<file path="config.mk">
export PLATFORM = sky130hd
export DESIGN_NAME = usef_status
export DESIGN_NICKNAME = d
export VERILOG_FILES = /design/src/inc/usef_pkg.sv /design/src/hw/usef_status.sv
export SDC_FILE = /design/constraint.sdc
export NUM_CORES = 1
export LEC_CHECK = 0
export ABC_CLOCK_PERIOD_IN_PS = 3090
export BUFFER_PORTS_ARGS = -buffer_cell sky130_fd_sc_hd__buf_4
export CELL_PAD_IN_SITES_DETAIL_PLACEMENT = 0
export CELL_PAD_IN_SITES_GLOBAL_PLACEMENT = 1
export CORE_MARGIN = 1.5
export CORE_UTILIZATION = 35
export CTS_CLUSTER_SIZE = 30
export DETAILED_ROUTE_END_ITERATION = 10
export PLACE_DENSITY = 0.9
export SLEW_MARGIN = 20
export SYNTH_ARGS = -nofsm -noshare
export SYNTH_HDL_FRONTEND = slang
export SYNTH_SLANG_ARGS = --single-unit
export TNS_END_PERCENT = 50
</file>
<file path="constraint.sdc">
create_clock -name clk -period 3.09 [get_ports clk]
set_clock_uncertainty 0.05 [all_clocks]
set_input_delay 0.7725 -clock clk [delete_from_list [all_inputs] [get_ports clk]]
set_output_delay 0.7725 -clock clk [all_outputs]
set_load 0.05 [all_outputs]
</file>
<file path="src/inc/usef_pkg.sv">
// Shared constants and carrier types for the serial status flag block.
package usef_pkg;
    localparam int DATA_W = 8;
    localparam int ADDR_W = 4;

    // Register byte offsets.
    localparam logic [ADDR_W-1:0] OFS_STATUS = 4'h0;
    localparam logic [ADDR_W-1:0] OFS_CTRL = 4'h4;
    localparam logic [ADDR_W-1:0] OFS_RXDATA = 4'h8;
    localparam logic [ADDR_W-1:0] OFS_TXDATA = 4'hc;

    // Status register bit positions.
    localparam int ST_TX_BUFFER_EMPTY_FLAG = 7;
    localparam int ST_RX_BUFFER_FULL_FLAG = 6;
    localparam int ST_FER = 4;
    localparam int ST_PER = 3;
    localparam int ST_TRANSMIT_END_FLAG = 2;
    localparam int ST_RX_MULTIPROC_BIT = 1;
    localparam int ST_TX_MULTIPROC_BIT = 0;

    // Control register bit positions.
    localparam int CT_RXEN = 0;
    localparam int CT_TXEN = 1;
    localparam int CT_SYNC = 2;
    localparam int CT_PAREN = 3;
    localparam int CT_PARODD = 4;
    localparam int CT_TWOSTOP = 5;
    localparam int CT_MPEN = 6;
    localparam int CT_W = 7;

    localparam logic [CT_W-1:0] CTRL_RESET = 7'h00;
    localparam logic [DATA_W-1:0] STATUS_RESET = 8'h84;

    localparam logic [1:0] RESP_OKAY = 2'h0;
    localparam logic [1:0] RESP_SLVERR = 2'h2;

    // One finished character from the receive shifter.
    typedef struct packed {
        logic done;
        logic [DATA_W-1:0] data;
        logic stop_first;
        logic parity;
        logic mpb;
    } usef_rx_ev_t;

    // Transmit side hand-off towards the shifter.
    typedef struct packed {
        logic data_valid;
        logic [DATA_W-1:0] data;
        logic mpb;
        logic mpb_en;
        logic halt;
    } usef_tx_req_t;
endpackage
</file>
<file path="src/hw/usef_status.sv">
// Serial status flags with an AXI4-Lite register slave.
//
// The implementer's own choices: the AXI4-Lite slave port and the register addresses.
`timescale 1ns/1ps
`default_nettype none
module usef_status (
    input wire logic clk,
    input wire logic rst,
    input wire logic [usef_pkg::ADDR_W-1:0] s_axi_awaddr,
    input wire logic s_axi_awvalid,
    output logic s_axi_awready,
    input wire logic [31:0] s_axi_wdata,
    input wire logic [3:0] s_axi_wstrb,
    input wire logic s_axi_wvalid,
    output logic s_axi_wready,
    output logic [1:0] s_axi_bresp,
    output logic s_axi_bvalid,
    input wire logic s_axi_bready,
    input wire logic [usef_pkg::ADDR_W-1:0] s_axi_araddr,
    input wire logic s_axi_arvalid,
    output logic s_axi_arready,
    output logic [31:0] s_axi_rdata,
    output logic [1:0] s_axi_rresp,
    output logic s_axi_rvalid,
    input wire logic s_axi_rready,
    input wire usef_pkg::usef_rx_ev_t rx_ev,
    output logic rx_halt,
    input wire logic tx_load,
    input wire logic tx_last_bit,
    input wire logic tx_busy,
    output usef_pkg::usef_tx_req_t tx_req
);
    // Write and read channel holding registers.
    logic aw_held_r;
    logic w_held_r;
    logic [usef_pkg::ADDR_W-1:0] awaddr_r;
    logic [31:0] wdata_r;
    logic [3:0] wstrb_r;
    logic bvalid_r;
    logic [1:0] bresp_r;
    logic rvalid_r;
    logic [31:0] rdata_r;
    logic [1:0] rresp_r;

    // Control and status state.
    logic [usef_pkg::CT_W-1:0] ctrl_r;
    logic [usef_pkg::DATA_W-1:0] rxbuf_r;
    logic [usef_pkg::DATA_W-1:0] txbuf_r;
    logic tx_buffer_empty_flag_r;
    logic rx_buffer_full_flag_r;
    logic fer_r;
    logic per_r;
    logic transmit_end_flag_r;
    logic rx_multiproc_bit_r;
    logic tx_multiproc_bit_r;
    logic arm_tx_buffer_empty_flag_r;
    logic arm_rx_buffer_full_flag_r;
    logic arm_fer_r;
    logic arm_per_r;

    logic wr_fire;
    logic rd_fire;
    logic [usef_pkg::ADDR_W-1:0] wr_addr;
    logic [31:0] wr_data;
    logic [3:0] wr_strb;
    logic wr_lane0;
    logic wr_status;
    logic wr_ctrl;
    logic wr_tx;
    logic rd_status;
    logic rd_rx;
    logic is_sync;
    logic rx_accept;
    logic frame_bad;
    logic parity_bad;
    logic [usef_pkg::DATA_W-1:0] status_val;

    assign is_sync = ctrl_r[usef_pkg::CT_SYNC];

    // The address and data may come in either order; each is parked until its partner arrives.
    assign s_axi_awready = !aw_held_r && !bvalid_r;
    assign s_axi_wready = !w_held_r && !bvalid_r;
    assign wr_addr = aw_held_r ? awaddr_r : s_axi_awaddr;
    assign wr_data = w_held_r ? wdata_r : s_axi_wdata;
    assign wr_strb = w_held_r ? wstrb_r : s_axi_wstrb;
    assign wr_fire = (aw_held_r || (s_axi_awvalid && s_axi_awready))
        && (w_held_r || (s_axi_wvalid && s_axi_wready));
    assign wr_lane0 = wr_fire && wr_strb[0];
    assign wr_status = wr_lane0 && (wr_addr == usef_pkg::OFS_STATUS);
    assign wr_ctrl = wr_lane0 && (wr_addr == usef_pkg::OFS_CTRL);
    assign wr_tx = wr_lane0 && (wr_addr == usef_pkg::OFS_TXDATA);

    assign s_axi_arready = !rvalid_r;
    assign rd_fire = s_axi_arvalid && s_axi_arready;
    assign rd_status = rd_fire && (s_axi_araddr == usef_pkg::OFS_STATUS);
    assign rd_rx = rd_fire && (s_axi_araddr == usef_pkg::OFS_RXDATA);

    assign s_axi_bvalid = bvalid_r;
    assign s_axi_bresp = bresp_r;
    assign s_axi_rvalid = rvalid_r;
    assign s_axi_rdata = rdata_r;
    assign s_axi_rresp = rresp_r;

    always_comb begin
        status_val = '0;
        status_val[usef_pkg::ST_TX_BUFFER_EMPTY_FLAG] = tx_buffer_empty_flag_r;
        status_val[usef_pkg::ST_RX_BUFFER_FULL_FLAG] = rx_buffer_full_flag_r;
        status_val[usef_pkg::ST_FER] = fer_r;
        status_val[usef_pkg::ST_PER] = per_r;
        status_val[usef_pkg::ST_TRANSMIT_END_FLAG] = transmit_end_flag_r;
        status_val[usef_pkg::ST_RX_MULTIPROC_BIT] = rx_multiproc_bit_r;
        status_val[usef_pkg::ST_TX_MULTIPROC_BIT] = tx_multiproc_bit_r;
    end

    always_ff @(posedge clk) begin
        if (rst) begin
            aw_held_r <= 1'b0;
            awaddr_r <= '0;
        end else if (wr_fire) begin
            aw_held_r <= 1'b0;
        end else if (s_axi_awvalid && s_axi_awready) begin
            aw_held_r <= 1'b1;
            awaddr_r <= s_axi_awaddr;
        end
    end

    always_ff @(posedge clk) begin
        if (rst) begin
            w_held_r <= 1'b0;
            wdata_r <= '0;
            wstrb_r <= '0;
        end else if (wr_fire) begin
            w_held_r <= 1'b0;
        end else if (s_axi_wvalid && s_axi_wready) begin
            w_held_r <= 1'b1;
            wdata_r <= s_axi_wdata;
            wstrb_r <= s_axi_wstrb;
        end
    end

    always_ff @(posedge clk) begin
        if (rst) begin
            bvalid_r <= 1'b0;
            bresp_r <= usef_pkg::RESP_OKAY;
        end else if (wr_fire) begin
            bvalid_r <= 1'b1;
            bresp_r <= (wr_addr == usef_pkg::OFS_STATUS || wr_addr == usef_pkg::OFS_CTRL
                || wr_addr == usef_pkg::OFS_TXDATA) ? usef_pkg::RESP_OKAY
                : usef_pkg::RESP_SLVERR;
        end else if (s_axi_bready) begin
            bvalid_r <= 1'b0;
        end
    end

    // Read data is captured at acceptance so the read side effects match the value returned.
    always_ff @(posedge clk) begin
        if (rst) begin
            rvalid_r <= 1'b0;
            rdata_r <= '0;
            rresp_r <= usef_pkg::RESP_OKAY;
        end else if (rd_fire) begin
            rvalid_r <= 1'b1;
            rresp_r <= usef_pkg::RESP_OKAY;
            case (s_axi_araddr)
                usef_pkg::OFS_STATUS: begin
                    rdata_r <= {24'h000000, status_val};
                end
                usef_pkg::OFS_CTRL: begin
                    rdata_r <= {25'h0000000, ctrl_r};
                end
                usef_pkg::OFS_RXDATA: begin
                    rdata_r <= {24'h000000, rxbuf_r};
                end
                usef_pkg::OFS_TXDATA: begin
                    rdata_r <= {24'h000000, txbuf_r};
                end
                default: begin
                    rdata_r <= '0;
                    rresp_r <= usef_pkg::RESP_SLVERR;
                end
            endcase
        end else if (s_axi_rready) begin
            rvalid_r <= 1'b0;
        end
    end

    always_ff @(posedge clk) begin
        if (rst) begin
            ctrl_r <= usef_pkg::CTRL_RESET;
        end else if (wr_ctrl) begin
            ctrl_r <= wr_data[usef_pkg::CT_W-1:0];
        end
    end

    // A flag is armed when a status read returns it as one; only an armed flag clears on zero.
    always_ff @(posedge clk) begin
        if (rst) begin
            arm_tx_buffer_empty_flag_r <= 1'b0;
            arm_rx_buffer_full_flag_r <= 1'b0;
            arm_fer_r <= 1'b0;
            arm_per_r <= 1'b0;
        end else begin
            arm_tx_buffer_empty_flag_r <= rd_status ? (arm_tx_buffer_empty_flag_r || tx_buffer_empty_flag_r) : (arm_tx_buffer_empty_flag_r && tx_buffer_empty_flag_r);
            arm_rx_buffer_full_flag_r <= rd_status ? (arm_rx_buffer_full_flag_r || rx_buffer_full_flag_r) : (arm_rx_buffer_full_flag_r && rx_buffer_full_flag_r);
            arm_fer_r <= rd_status ? (arm_fer_r || fer_r) : (arm_fer_r && fer_r);
            arm_per_r <= rd_status ? (arm_per_r || per_r) : (arm_per_r && per_r);
        end
    end

    // Error flags hold reception; receive enable only gates new events, never the flags.
    assign rx_halt = fer_r || per_r;
    assign rx_accept = rx_ev.done && ctrl_r[usef_pkg::CT_RXEN] && !rx_halt;
    // The second stop bit is never delivered here, so two-stop mode tests only the first.
    assign frame_bad = rx_accept && !is_sync && !rx_ev.stop_first;
    assign parity_bad = rx_accept && !is_sync && ctrl_r[usef_pkg::CT_PAREN]
        && ((^{rx_ev.data, rx_ev.parity}) ^ ctrl_r[usef_pkg::CT_PARODD]);

    always_ff @(posedge clk) begin
        if (rst) begin
            fer_r <= 1'b0;
        end else if (frame_bad) begin
            fer_r <= 1'b1;
        end else if (wr_status && arm_fer_r && !wr_data[usef_pkg::ST_FER]) begin
            fer_r <= 1'b0;
        end
    end

    always_ff @(posedge clk) begin
        if (rst) begin
            per_r <= 1'b0;
        end else if (parity_bad) begin
            per_r <= 1'b1;
        end else if (wr_status && arm_per_r && !wr_data[usef_pkg::ST_PER]) begin
            per_r <= 1'b0;
        end
    end

    // A bad character still lands in the buffer, but the full flag is not set.
    always_ff @(posedge clk) begin
        if (rst) begin
            rxbuf_r <= '0;
        end else if (rx_accept) begin
            rxbuf_r <= rx_ev.data;
        end
    end

    always_ff @(posedge clk) begin
        if (rst) begin
            rx_buffer_full_flag_r <= 1'b0;
        end else if (rx_accept && !frame_bad && !parity_bad) begin
            rx_buffer_full_flag_r <= 1'b1;
        end else if (rd_rx || (wr_status && arm_rx_buffer_full_flag_r && !wr_data[usef_pkg::ST_RX_BUFFER_FULL_FLAG])) begin
            rx_buffer_full_flag_r <= 1'b0;
        end
    end

    always_ff @(posedge clk) begin
        if (rst) begin
            rx_multiproc_bit_r <= 1'b0;
        end else if (rx_accept && !is_sync && ctrl_r[usef_pkg::CT_MPEN]) begin
            rx_multiproc_bit_r <= rx_ev.mpb;
        end
    end

    always_ff @(posedge clk) begin
        if (rst) begin
            tx_multiproc_bit_r <= 1'b0;
        end else if (wr_status) begin
            tx_multiproc_bit_r <= wr_data[usef_pkg::ST_TX_MULTIPROC_BIT];
        end
    end

    always_ff @(posedge clk) begin
        if (rst) begin
            txbuf_r <= '0;
        end else if (wr_tx) begin
            txbuf_r <= wr_data[usef_pkg::DATA_W-1:0];
        end
    end

    // Empty sets win over any clear in the same cycle so a hand-off is never lost.
    always_ff @(posedge clk) begin
        if (rst) begin
            tx_buffer_empty_flag_r <= usef_pkg::STATUS_RESET[usef_pkg::ST_TX_BUFFER_EMPTY_FLAG];
        end else if (!ctrl_r[usef_pkg::CT_TXEN] || tx_load) begin
            tx_buffer_empty_flag_r <= 1'b1;
        end else if (wr_tx || (wr_status && arm_tx_buffer_empty_flag_r && !wr_data[usef_pkg::ST_TX_BUFFER_EMPTY_FLAG])) begin
            tx_buffer_empty_flag_r <= 1'b0;
        end
    end

    always_ff @(posedge clk) begin
        if (rst) begin
            transmit_end_flag_r <= usef_pkg::STATUS_RESET[usef_pkg::ST_TRANSMIT_END_FLAG];
        end else if (!ctrl_r[usef_pkg::CT_TXEN]) begin
            transmit_end_flag_r <= 1'b1;
        end else if (tx_last_bit && tx_buffer_empty_flag_r && !tx_load) begin
            transmit_end_flag_r <= 1'b1;
        end else if (wr_tx || (wr_status && arm_tx_buffer_empty_flag_r && !wr_data[usef_pkg::ST_TX_BUFFER_EMPTY_FLAG])) begin
            transmit_end_flag_r <= 1'b0;
        end
    end

    // Buffered data is offered while the empty flag is low; the halt term stops the shifter.
    always_comb begin
        tx_req.data_valid = !tx_buffer_empty_flag_r && ctrl_r[usef_pkg::CT_TXEN];
        tx_req.data = txbuf_r;
        tx_req.mpb_en = !is_sync && ctrl_r[usef_pkg::CT_MPEN] && tx_busy;
        tx_req.mpb = tx_multiproc_bit_r && tx_req.mpb_en;
        tx_req.halt = is_sync && fer_r;
    end
endmodule
`default_nettype wire

</file>
==> impl_results.md, run 1 <==
- Flop pwr share: 46.8%
- Share of layout cells above drive strength 1: 26.9%
- Clock transition at path regs: 0.07 ns
- Num Clock Sinks: 61
- Post_cts resized: 0
- Post-route ant nets: 0
- Final Hold Vio Count: 0
- Port bufs: 66
- Antenna diode count: 0
- Worst-Margin Slew: 0.747 ns
- Io pins: 120
- Top delay family on crit path: simple AND/OR/NAND/NOR gates
- Leakage: 1.64 nW
- CTS Buffer Depth: 2
- DR pass1 iterations: 4
- Hold buffer count at CTS: 0
- Critical Path Max Stage Delay: 0.59 ns
- Ys Warns: 0
- Root Driver: clkbuf_8
- CTS tree: built
- Final wirelength: 6990 um
- Via/cell ratio: 4.85
- Register area share after synthesis: 41.2%
- Multi-input logic area: 1540 um^2
- Pwr Density: 485 nW/um^2
- Total gr overflow: 0
- Ys flop type: dfxtp_1
- Yosys cell types: 41
- Max Slew Vio Count: 0
- Async S/R FF share, synth: 0%
- Mapped Cells: 319
- Max_cap viols: 0
- Post-route insts no fill: 491
- Type of the tightest min-delay check: flip-flop to flip-flop
- Worst setup SP type: flip-flop
- Sw frac: 29.3%
- Achievable frequency: 0.404 GHz
- Post-CTS Repair Setup Buffers: 0
- Nets: 449
- Pint: 1.24 mW
- RSZ-0062 raised after global routing: no
- Clock Latency Late Sink: 0.33 ns
- Run status: finished, final reports clean
- GRT Total Usage: 16.1%
- Number of synthesized register bits: 61
- Setup TNS: 0 ns
- Peak supply drop: 0.176 mV
- Chip width: 95.0 um
- Fill count: 823
- Post-synth EDFFs: 0
- Cell count after placement: 477
- Crit-path slowest cell: dfxtp_1
- Final min period: 2.48 ns
- Clock share of power: 34.8%
- Vias in the first global route: 2168
- Worst path bufs/invs: 0
- Tcrit/Tclk final: 80.2%
- Synth-to-layout area growth: 22.3%
- Syn avg cell area: 9.29 um^2
- CP max FO: 12
- Core area: 8220 um^2
- DR vias: 2383
- Mean routed wirelength per cell: 14.2 um
- First-pass GRT wire length: 10800 um
- Full die area: 9030 um^2
- DRT iter0 DRCs: 140
- Final GP Congestion: 0.842
- Setup-failing EPs final: 0
- Largest net degree at the start of global routing: 63
- CTS Buf Count: 9
- Row count: 33
- Crit Path Category: flip-flop to flip-flop
- Mapped Area: 2960 um^2
- Initial antenna violation count: 0
- DR DRC count: 0
- CP endpoint kind: flip-flop
- Gate power share: 18.4%
- DP HPWL: 5120 um
- CP required: 3.26 ns
- Starting Density: 36.1%
- Worst-path cell chain: or3b_1 > a221oi_2 > nor4b_4 > a21boi_2 > a221o_1
- Die H: 95.0 um
- Htree depth: 3
- Slew headroom: 50.1%
- Arrival time of the worst setup path: 2.64 ns
- Sw Pwr: 514 uW
- Register area: 1220 um^2
==> cells by family (layout without fill, tap and decap cells) <==
group | Yosys count | count (layout) | synth area share, %
AOI/OAI and AO/OA | 45 | 45 | 10.1
DFF | 61 | 61 | 41.2
xor gates and xnor gates | 8 | 8 | 2.83
other | 1 | 26 | 0.127
and+or+nand+nor | 101 | 101 | 15.4
buffers and inverters | 52 | 94 | 10.1
muxes | 51 | 51 | 20.2
==> stage by stage <==
| stage | cell area, um^2 | hold WS, ns | utilization [%] | power (mW) | setup slack [ns] |
|---|---|---|---|---|---|
| 2_1_floorplan | 3060 | 0.383 | - | 1.10 | 0.247 |
| 3_3_place_gp | 3460 | 0.392 | 42.1 | 1.16 | 0.304 |
| 3_5_place_dp | 3460 | 0.397 | 42.1 | 1.16 | 0.284 |
| 4_1_cts | 3620 | 0.406 | 44.1 | 1.78 | 0.606 |
| 5_1_grt | 3620 | 0.429 | 44.1 | 1.84 | 0.445 |
| 6_report | 3620 | 0.403 | 44.1 | 1.76 | 0.613 |
==> state kept, by name (all words and copies together), names as in the netlist, 4 cells and up <==
register and cells:
rxbuf_r 8, s_axi_rdata 8, txbuf_r 8, wdata_r 8, ctrl_r 7, awaddr_r 4
==> layer usage <==
layer  vias to the layer above  wire length, um  GRT usage, %
met2                        98             3310          24.8
met3                         6              539          4.11
met5                         -                0             0
met4                         0               63          7.46
met1                      1113             3080          21.1
li1                       1166                -             -
==> final cells by class <==
cell class / instances / share of cell area, %
Clock buffer: 12 / 4.28
Tap cell: 105 / 3.63
Multi-Input combinational cell: 231 / 42.6
Timing Repair Buffer: 70 / 14.5
Inverter: 10 / 1.04
Clock inverter: 2 / 0.276
Sequential cell: 61 / 33.7
==> synth_stat cells, drive strengths merged, types with 2 or more instances <==
master / instances / area share (%)
clkbuf: 13 / 1.6
xor2: 2 / 0.59
buf: 29 / 7.2
inv: 10 / 1.3
a22oi: 8 / 2.0
nand3: 4 / 0.68
a221o: 2 / 0.68
and2: 3 / 0.63
a21oi: 17 / 2.9
o21ai: 7 / 1.2
or3: 2 / 0.42
a211oi: 2 / 0.51
xnor2: 5 / 1.5
nor3: 2 / 0.34
mux2: 11 / 4.2
nor2b: 3 / 0.63
nor4b: 2 / 1.1
dfxtp: 61 / 41
mux4: 6 / 4.6
mux2i: 34 / 11
nand2: 28 / 3.5
nor2: 51 / 6.5
==> power groups by stage <==
stage | Combinational (mW) | Clock (mW) | Sequential (mW)
after floorplan | 0.244 | 0 | 0.854
after global placement | 0.319 | 0 | 0.839
after detailed placement | 0.324 | 0 | 0.840
after CTS | 0.325 | 0.630 | 0.822
after global routing | 0.345 | 0.675 | 0.825
final | 0.323 | 0.611 | 0.822
==> placed cells by master, fill, tap and decap left out, types with 2 or more instances in the layout <==
| cell | n |
|---|---|
| a21oi_1 | 17 |
| inv_1 | 10 |
| clkbuf_8 | 11 |
| nand3_1 | 4 |
| nand2_1 | 28 |
| xor2_1 | 2 |
| and2_1 | 3 |
| or3_1 | 2 |
| nor3_1 | 2 |
| xnor2_1 | 5 |
| nor2_1 | 51 |
| a22oi_1 | 8 |
| nor2b_1 | 3 |
| mux2_2 | 11 |
| a211oi_1 | 2 |
| buf_4 | 70 |
| a221o_1 | 2 |
| conb_1 | 26 |
| dfxtp_1 | 61 |
| o21ai_0 | 7 |
| mux2i_1 | 34 |
| clkinv_2 | 2 |
| mux4_2 | 6 |
==> worst register-to-register path: stages, from the launching register on <==
cell	delay, ns
dfxtp_1	0.59
or3b_1	0.40
a221oi_2	0.36
nor4b_4	0.49
a21boi_2	0.12
a221o_1	0.36
==> path summary, 6_finish.rpt <==
kind / startpoint / to / slack (ns) / cells after the start
worst max register to register: aw_held_r / transmit_end_flag_r / 0.61 / 5
worst min-delay path: rxbuf_r[4] / rxbuf_r[4] / 0.40 / 2
worst min register to register: rxbuf_r[4] / rxbuf_r[4] / 0.40 / 2
worst max-delay path: aw_held_r / transmit_end_flag_r / 0.61 / 5
Note: power is estimated with default switching activity, not from simulation.
==> inputs of run 2 (changes only) <==
--- a/config.mk
+++ b/config.mk
@@ -5,15 +5,16 @@
 export SDC_FILE = /design/constraint.sdc
 export NUM_CORES = 1
 export LEC_CHECK = 0
-export ABC_CLOCK_PERIOD_IN_PS = 3090
+export ABC_AREA = 1
+export ABC_CLOCK_PERIOD_IN_PS = 2050
 export BUFFER_PORTS_ARGS = -buffer_cell sky130_fd_sc_hd__buf_4
 export CELL_PAD_IN_SITES_DETAIL_PLACEMENT = 0
 export CELL_PAD_IN_SITES_GLOBAL_PLACEMENT = 1
 export CORE_MARGIN = 1.5
-export CORE_UTILIZATION = 35
+export CORE_UTILIZATION = 30
 export CTS_CLUSTER_SIZE = 30
 export DETAILED_ROUTE_END_ITERATION = 10
-export PLACE_DENSITY = 0.9
+export PLACE_DENSITY = 0.87
 export SLEW_MARGIN = 20
 export SYNTH_ARGS = -nofsm -noshare
 export SYNTH_HDL_FRONTEND = slang
==> constraint.sdc (replaced) <==
create_clock -name clk -period 2.05 [get_ports clk]
set_clock_uncertainty 0.05 [all_clocks]
set_input_delay 0.5125 -clock clk [delete_from_list [all_inputs] [get_ports clk]]
set_output_delay 0.5125 -clock clk [all_outputs]
set_load 0.05 [all_outputs]
==> run 2 against run 1 <==
Total power is 69% higher. Routed wire length is 9.5% higher. Clock power is 65% higher. Die area is 18% higher. Final area is 4.9% higher. Hold slack worse by 0.083 ns. Utilization is 5.0 points lower. Critical path depth is 3 lower. Register-to-register slack worse by 0.26 ns. Largest power group unchanged. Highest routed layer unchanged.
==> impl_results.md, run 2 <==
- Crit-path slowest cell: dfxtp_1
- Initial antenna violation count: 0
- Peak supply drop: 0.338 mV
- Clock Latency Late Sink: 0.34 ns
- Port bufs: 66
- Mapped Cells: 435
- Number of synthesized register bits: 61
- Full die area: 10600 um^2
- Max Slew Vio Count: 0
- Type of the tightest min-delay check: input pin to flip-flop
- Num Clock Sinks: 61
- Die H: 103 um
- Setup-failing EPs final: 0
- RSZ-0062 raised after global routing: no
- Synth area leaders: dfxtp_1 41%, nand2_1 11%, o21ai_0 9.8%, nor2_1 7.1%, buf_4 6.5%
- Crit Path Category: flip-flop to output port
- Post-route ant nets: 0
- Most frequent cells in the layout: 92 x nand2_1, 77 x buf_4, 61 x dfxtp_1, 59 x o21ai_0, 57 x nor2_1
- Leakage: 1.76 nW
- Root Driver: clkbuf_8
- Critical Path Max Stage Delay: 0.37 ns
- Mean routed wirelength per cell: 11.8 um
- Post-CTS Repair Setup Buffers: 0
- Vias in the first global route: 2621
- Worst setup SP type: flip-flop
- Total gr overflow: 0
- Largest net degree at the start of global routing: 32
- Syn avg cell area: 6.92 um^2
- Starting Density: 30.9%
- Pwr Density: 779 nW/um^2
- Arrival time of the worst setup path: 1.22 ns
- Share of layout cells above drive strength 1: 20.0%
- CP required: 1.49 ns
- Io pins: 120
- Worst Hold Slack: 0.320 ns
- CTS Buf Count: 9
- GRT Total Usage: 15.2%
- Yosys cell types: 32
- Post_cts resized: 0
- Post-synth EDFFs: 0
- Most numerous cell in the Yosys netlist: nand2_1
- Register area share after synthesis: 40.6%
- Commonest non-fill, non-tap cell in the layout: nand2_1
- Worst-path cell chain: nor4_2 > buf_4
- Clock transition at path regs: 0.06 ns
- DR pass1 iterations: 4
- DRT iter0 DRCs: 91
- Cell taking the most area after synthesis: dfxtp_1
- Achievable frequency: 0.561 GHz
- Via/cell ratio: 4.49
- DP HPWL: 6050 um
- Async S/R FF share, synth: 0%
- Hold buffer count at CTS: 0
- Row count: 36
- CP max FO: 5
- Ys Warns: 0
- Synth cell count leaders: 92 x nand2_1, 61 x dfxtp_1, 59 x o21ai_0
- Setup ws final: 0.267 ns
- Dpl ws: 0.201 ns
- Max_cap viols: 0
- Nets: 577
- CP endpoint kind: output port
- Synth-to-layout area growth: 26.3%
- First-pass GRT wire length: 12200 um
- Final min period: 1.78 ns
- Antenna diode count: 0
- Design Area, Final: 3800 um^2
- Final wirelength: 7650 um
- Mapped Area: 3010 um^2
- Run status: finished, final reports clean
- Final GP Congestion: 0.869
- Core area: 9730 um^2
- Tcrit/Tclk final: 87.0%
- Final Hold Vio Count: 0
- Htree depth: 3
- Placed Area: 3620 um^2
- Synth top area share: 40.6%
- Ys flop type: dfxtp_1
- CTS tree: built
- DR vias: 2903
- CTS Buffer Depth: 2
- Setup TNS: 0 ns
- DR DRC count: 0
- Chip width: 103 um
-- run 2: cell count changes in the layout (fill, tap and decap cells not counted), moves of 6 or more --
cell     previous run  this run
nand3_1             4        21
o21ai_0             7        59
a21oi_1            17        35
mux2i_1            34         0
a22oi_1             8         0
buf_4              70        77
nor2_1             51        57
inv_1              10        42
nand2_1            28        92
mux4_2              6         0
mux2_2             11         0
-- run 2: where the power goes --
part	switching [mW]	total, mW	internal [mW]
clock network	0.434	1.01	0.580
registers	0.0428	1.29	1.25
logic	0.448	0.653	0.205
total	0.925	2.96	2.04
-- run 2: cell type report --
cell class | instances | area (um^2)
well taps | 133 | 166
repair buffers | 78 | 598
flip-flops and latches | 61 | 1220
fillers | 1079 | 5930
clock inverters | 2 | 35.0
inverters | 43 | 161
clock buffers | 12 | 145
multi-input cells | 318 | 1470
-- run 2: logic make-up (layout without fill, tap and decap cells) --
| group | count (synthesis) | in the layout | synth area share, % |
|---|---|---|---|
| simple gates | 182 | 182 | 24.9 |
| compound gates | 105 | 105 | 18.8 |
| buf+inv | 81 | 135 | 14.1 |
| flops | 61 | 61 | 40.6 |
| xor+xnor | 5 | 5 | 1.46 |
| other cells | 1 | 26 | 0.125 |
-- run 2: path summary, 6_finish.rpt --
kind	start	end	slack (ns)	cells past startpoint
hold / removal	tx_load	tx_buffer_empty_flag_r	0.32	3
setup / recovery	ctrl_r[2]	tx_req[2]	0.27	2
hold reg to reg	wdata_r[7]	wdata_r[7]	0.40	2
setup reg to reg	s_axi_bvalid	transmit_end_flag_r	0.35	10
-- run 2: metrics by stage --
stage | power (mW) | std cells | utilization [%]
global route | 3.11 | 647 | 39.1
detailed placement | 1.98 | 633 | 37.2
global placement | 1.96 | 633 | 37.2
finish | 2.96 | 647 | 39.1
CTS | 2.98 | 647 | 39.1
floorplan | 1.81 | 460 | -
-- run 2: critical path: cells and delay by family (launching register included) --
family / cells / cell delay (ns)
buffers and inverters: 1 / 0.23
and+or+nand+nor: 1 / 0.28
DFF: 1 / 0.37
-- run 2: layer usage --
layer,track usage (%),share of wire (%),up-vias
met5,0,0,-
met4,6.24,1.8,0
met3,3.73,5.5,12
met2,25.0,46,74
met1,19.1,46,1321
li1,-,-,1496
==> inputs of run 3 (changes only) <==
--- a/config.mk
+++ b/config.mk
@@ -5,16 +5,15 @@
 export SDC_FILE = /design/constraint.sdc
 export NUM_CORES = 1
 export LEC_CHECK = 0
-export ABC_AREA = 1
 export ABC_CLOCK_PERIOD_IN_PS = 2050
 export BUFFER_PORTS_ARGS = -buffer_cell sky130_fd_sc_hd__buf_4
 export CELL_PAD_IN_SITES_DETAIL_PLACEMENT = 0
 export CELL_PAD_IN_SITES_GLOBAL_PLACEMENT = 1
 export CORE_MARGIN = 1.5
-export CORE_UTILIZATION = 30
+export CORE_UTILIZATION = 32
 export CTS_CLUSTER_SIZE = 30
 export DETAILED_ROUTE_END_ITERATION = 10
-export PLACE_DENSITY = 0.87
+export PLACE_DENSITY = 0.88
 export SLEW_MARGIN = 20
 export SYNTH_ARGS = -nofsm -noshare
 export SYNTH_HDL_FRONTEND = slang
==> run 3 against run 2 <==
Sequential power down 4%. Clock power increased by 18%. Sequential share of layout area increased by 0.27 points. Register-to-register slack got worse by 0.25 ns. Count of clock-buffer cells in the layout down 3. Utilization is 3.6 points higher. Combinational power decreased by 22%. Routed wire length decreased by 6.2%. Non-clock buffer count up 1. Hold slack got worse by 0.027 ns. Total power fell by 0.88%.
==> impl_results.md, run 3 (same netlist as run 1, synthesis figures left out) <==
- Run status: finished, final reports clean
- Io pins: 120
- CTS tree: built
- CP max FO: 4
- Setup-failing EPs final: 0
- Final Hold Vio Count: 0
- Register area: 1220 um^2
- Clock Latency Late Sink: 0.35 ns
- Row count: 34
- Initial antenna violation count: 0
- Via/cell ratio: 4.76
- Share of layout cells above drive strength 1: 30.2%
- Clock transition at path regs: 0.07 ns
- Most frequent cells in the layout: 79 x buf_4, 60 x dfxtp_1, 49 x nor2_1, 34 x mux2i_1, 28 x nand2_1
- DR pass1 iterations: 4
- Synth-to-layout area growth: 27.3%
- Total gr overflow: 0
- Peak supply drop: 0.252 mV
- CP required: 2.24 ns
- Multi-input logic area: 1560 um^2
- Num Clock Sinks: 61
- Final min period: 1.95 ns
- Tcrit/Tclk final: 95.3%
- Arrival time of the worst setup path: 2.15 ns
- CTS Buffer Depth: 2
- RSZ-0062 raised after global routing: yes
- Htree depth: 3
- Achievable frequency: 0.512 GHz
- Leakage: 1.72 nW
- Type of the tightest min-delay check: input pin to flip-flop
- DP HPWL: 5440 um
- Root Driver: clkbuf_8
- Largest net degree at the start of global routing: 39
- Vias in the first global route: 2263
- Hold buffer count at CTS: 0
- Antenna diode count: 0
- Final wirelength: 7180 um
- CP endpoint kind: flip-flop
- Max Slew Vio Count: 0
- Reg2reg path depth: 6
- DR vias: 2403
- Worst Hold Slack: 0.293 ns
- Core area: 8850 um^2
- Worst setup SP type: flip-flop
- Commonest non-fill, non-tap cell in the layout: buf_4
- Chip width: 99.2 um
- Fill count: 883
- CTS Buf Count: 9
- Cell depth of the worst hold path: 2
- Port bufs: 66
- Post-route insts no fill: 505
- Die H: 99.2 um
- Mean routed wirelength per cell: 14.2 um
- Final GP Congestion: 0.823
- GRT Total Usage: 14.9%
- Cell count after placement: 488
- Setup TNS: 0 ns
- DR DRC count: 0
- Max_cap viols: 0
- Full die area: 9850 um^2
- First-pass GRT wire length: 11100 um
- Nets: 458
- Starting Density: 33.5%
- Pwr Density: 778 nW/um^2
- DRT iter0 DRCs: 101
- Post-route ant nets: 0
- Crit Path Category: flip-flop to flip-flop
- Finished Core Util: 42.6%
## run 3: cell types whose count changed in the layout (fill, tap and decap cells not counted), moves of 8 or more
cell	change
a21oi_1	-18
inv_1	-32
nand2_1	-64
nand3_1	-17
o21ai_0	-52
mux2_2	+11
a22oi_1	+8
nor2_1	-8
mux2i_1	+34
## run 3: through the flow
| stage | setup WS [ns] | area (um^2) | total power [mW] |
|---|---|---|---|
| floorplan | -0.0823 | 3060 | 1.66 |
| global placement | -0.325 | 3530 | 1.76 |
| detailed placement | -0.333 | 3530 | 1.76 |
| CTS | 0.0415 | 3760 | 2.96 |
| global route | -0.0156 | 3770 | 3.07 |
| finish | 0.0958 | 3770 | 2.93 |
## run 3: final cells by class
class                      count  area share [%]
multi-input combinational    231            41.4
sequential                    61            32.4
timing repair buffer          79            15.7
tap                          108            3.58
clock buffer                   9            3.28
clock inverter                 7            2.62
inverter                      10           0.995
## run 3: worst paths after layout
path                              startpoint             endpoint  slack (ns)
worst max-delay path               aw_held_r  transmit_end_flag_r         0.1
worst min-delay path            s_axi_rready         s_axi_rvalid        0.29
worst max register to register     aw_held_r  transmit_end_flag_r         0.1
worst min register to register    rxbuf_r[4]           rxbuf_r[4]        0.42
## run 3: worst max-delay path: stages, from the launching register on
cell and delay [ns]:
dfxtp_2 0.33, or3b_4 0.39, a221oi_4 0.29, nor4b_4 0.23, buf_4 0.19, a21boi_2 0.07
a221o_1 0.30
## run 3: per-layer routing
| layer | track usage [%] | vias to the layer above | share of wire, % |
|---|---|---|---|
| li1 | - | 1191 | - |
| met1 | 18.7 | 1111 | 45 |
| met2 | 23.4 | 87 | 48 |
| met3 | 5.48 | 14 | 5.9 |
| met4 | 5.31 | 0 | 1.8 |
| met5 | 0 | - | 0 |
## run 3: power by group
part / leakage [nW] / switching (mW) / internal (mW)
registers: 0.494 / 0.0233 / 1.21
logic: 1.11 / 0.323 / 0.184
clock network: 0.110 / 0.501 / 0.689
total: 1.72 / 0.847 / 2.09
## run 3: repair_timing
action	CTS	global route
buffers inserted	1	0
pin swaps	0	1
resized for setup	0	3
gates cloned	0	0
endpoints found under the setup margin	6	11
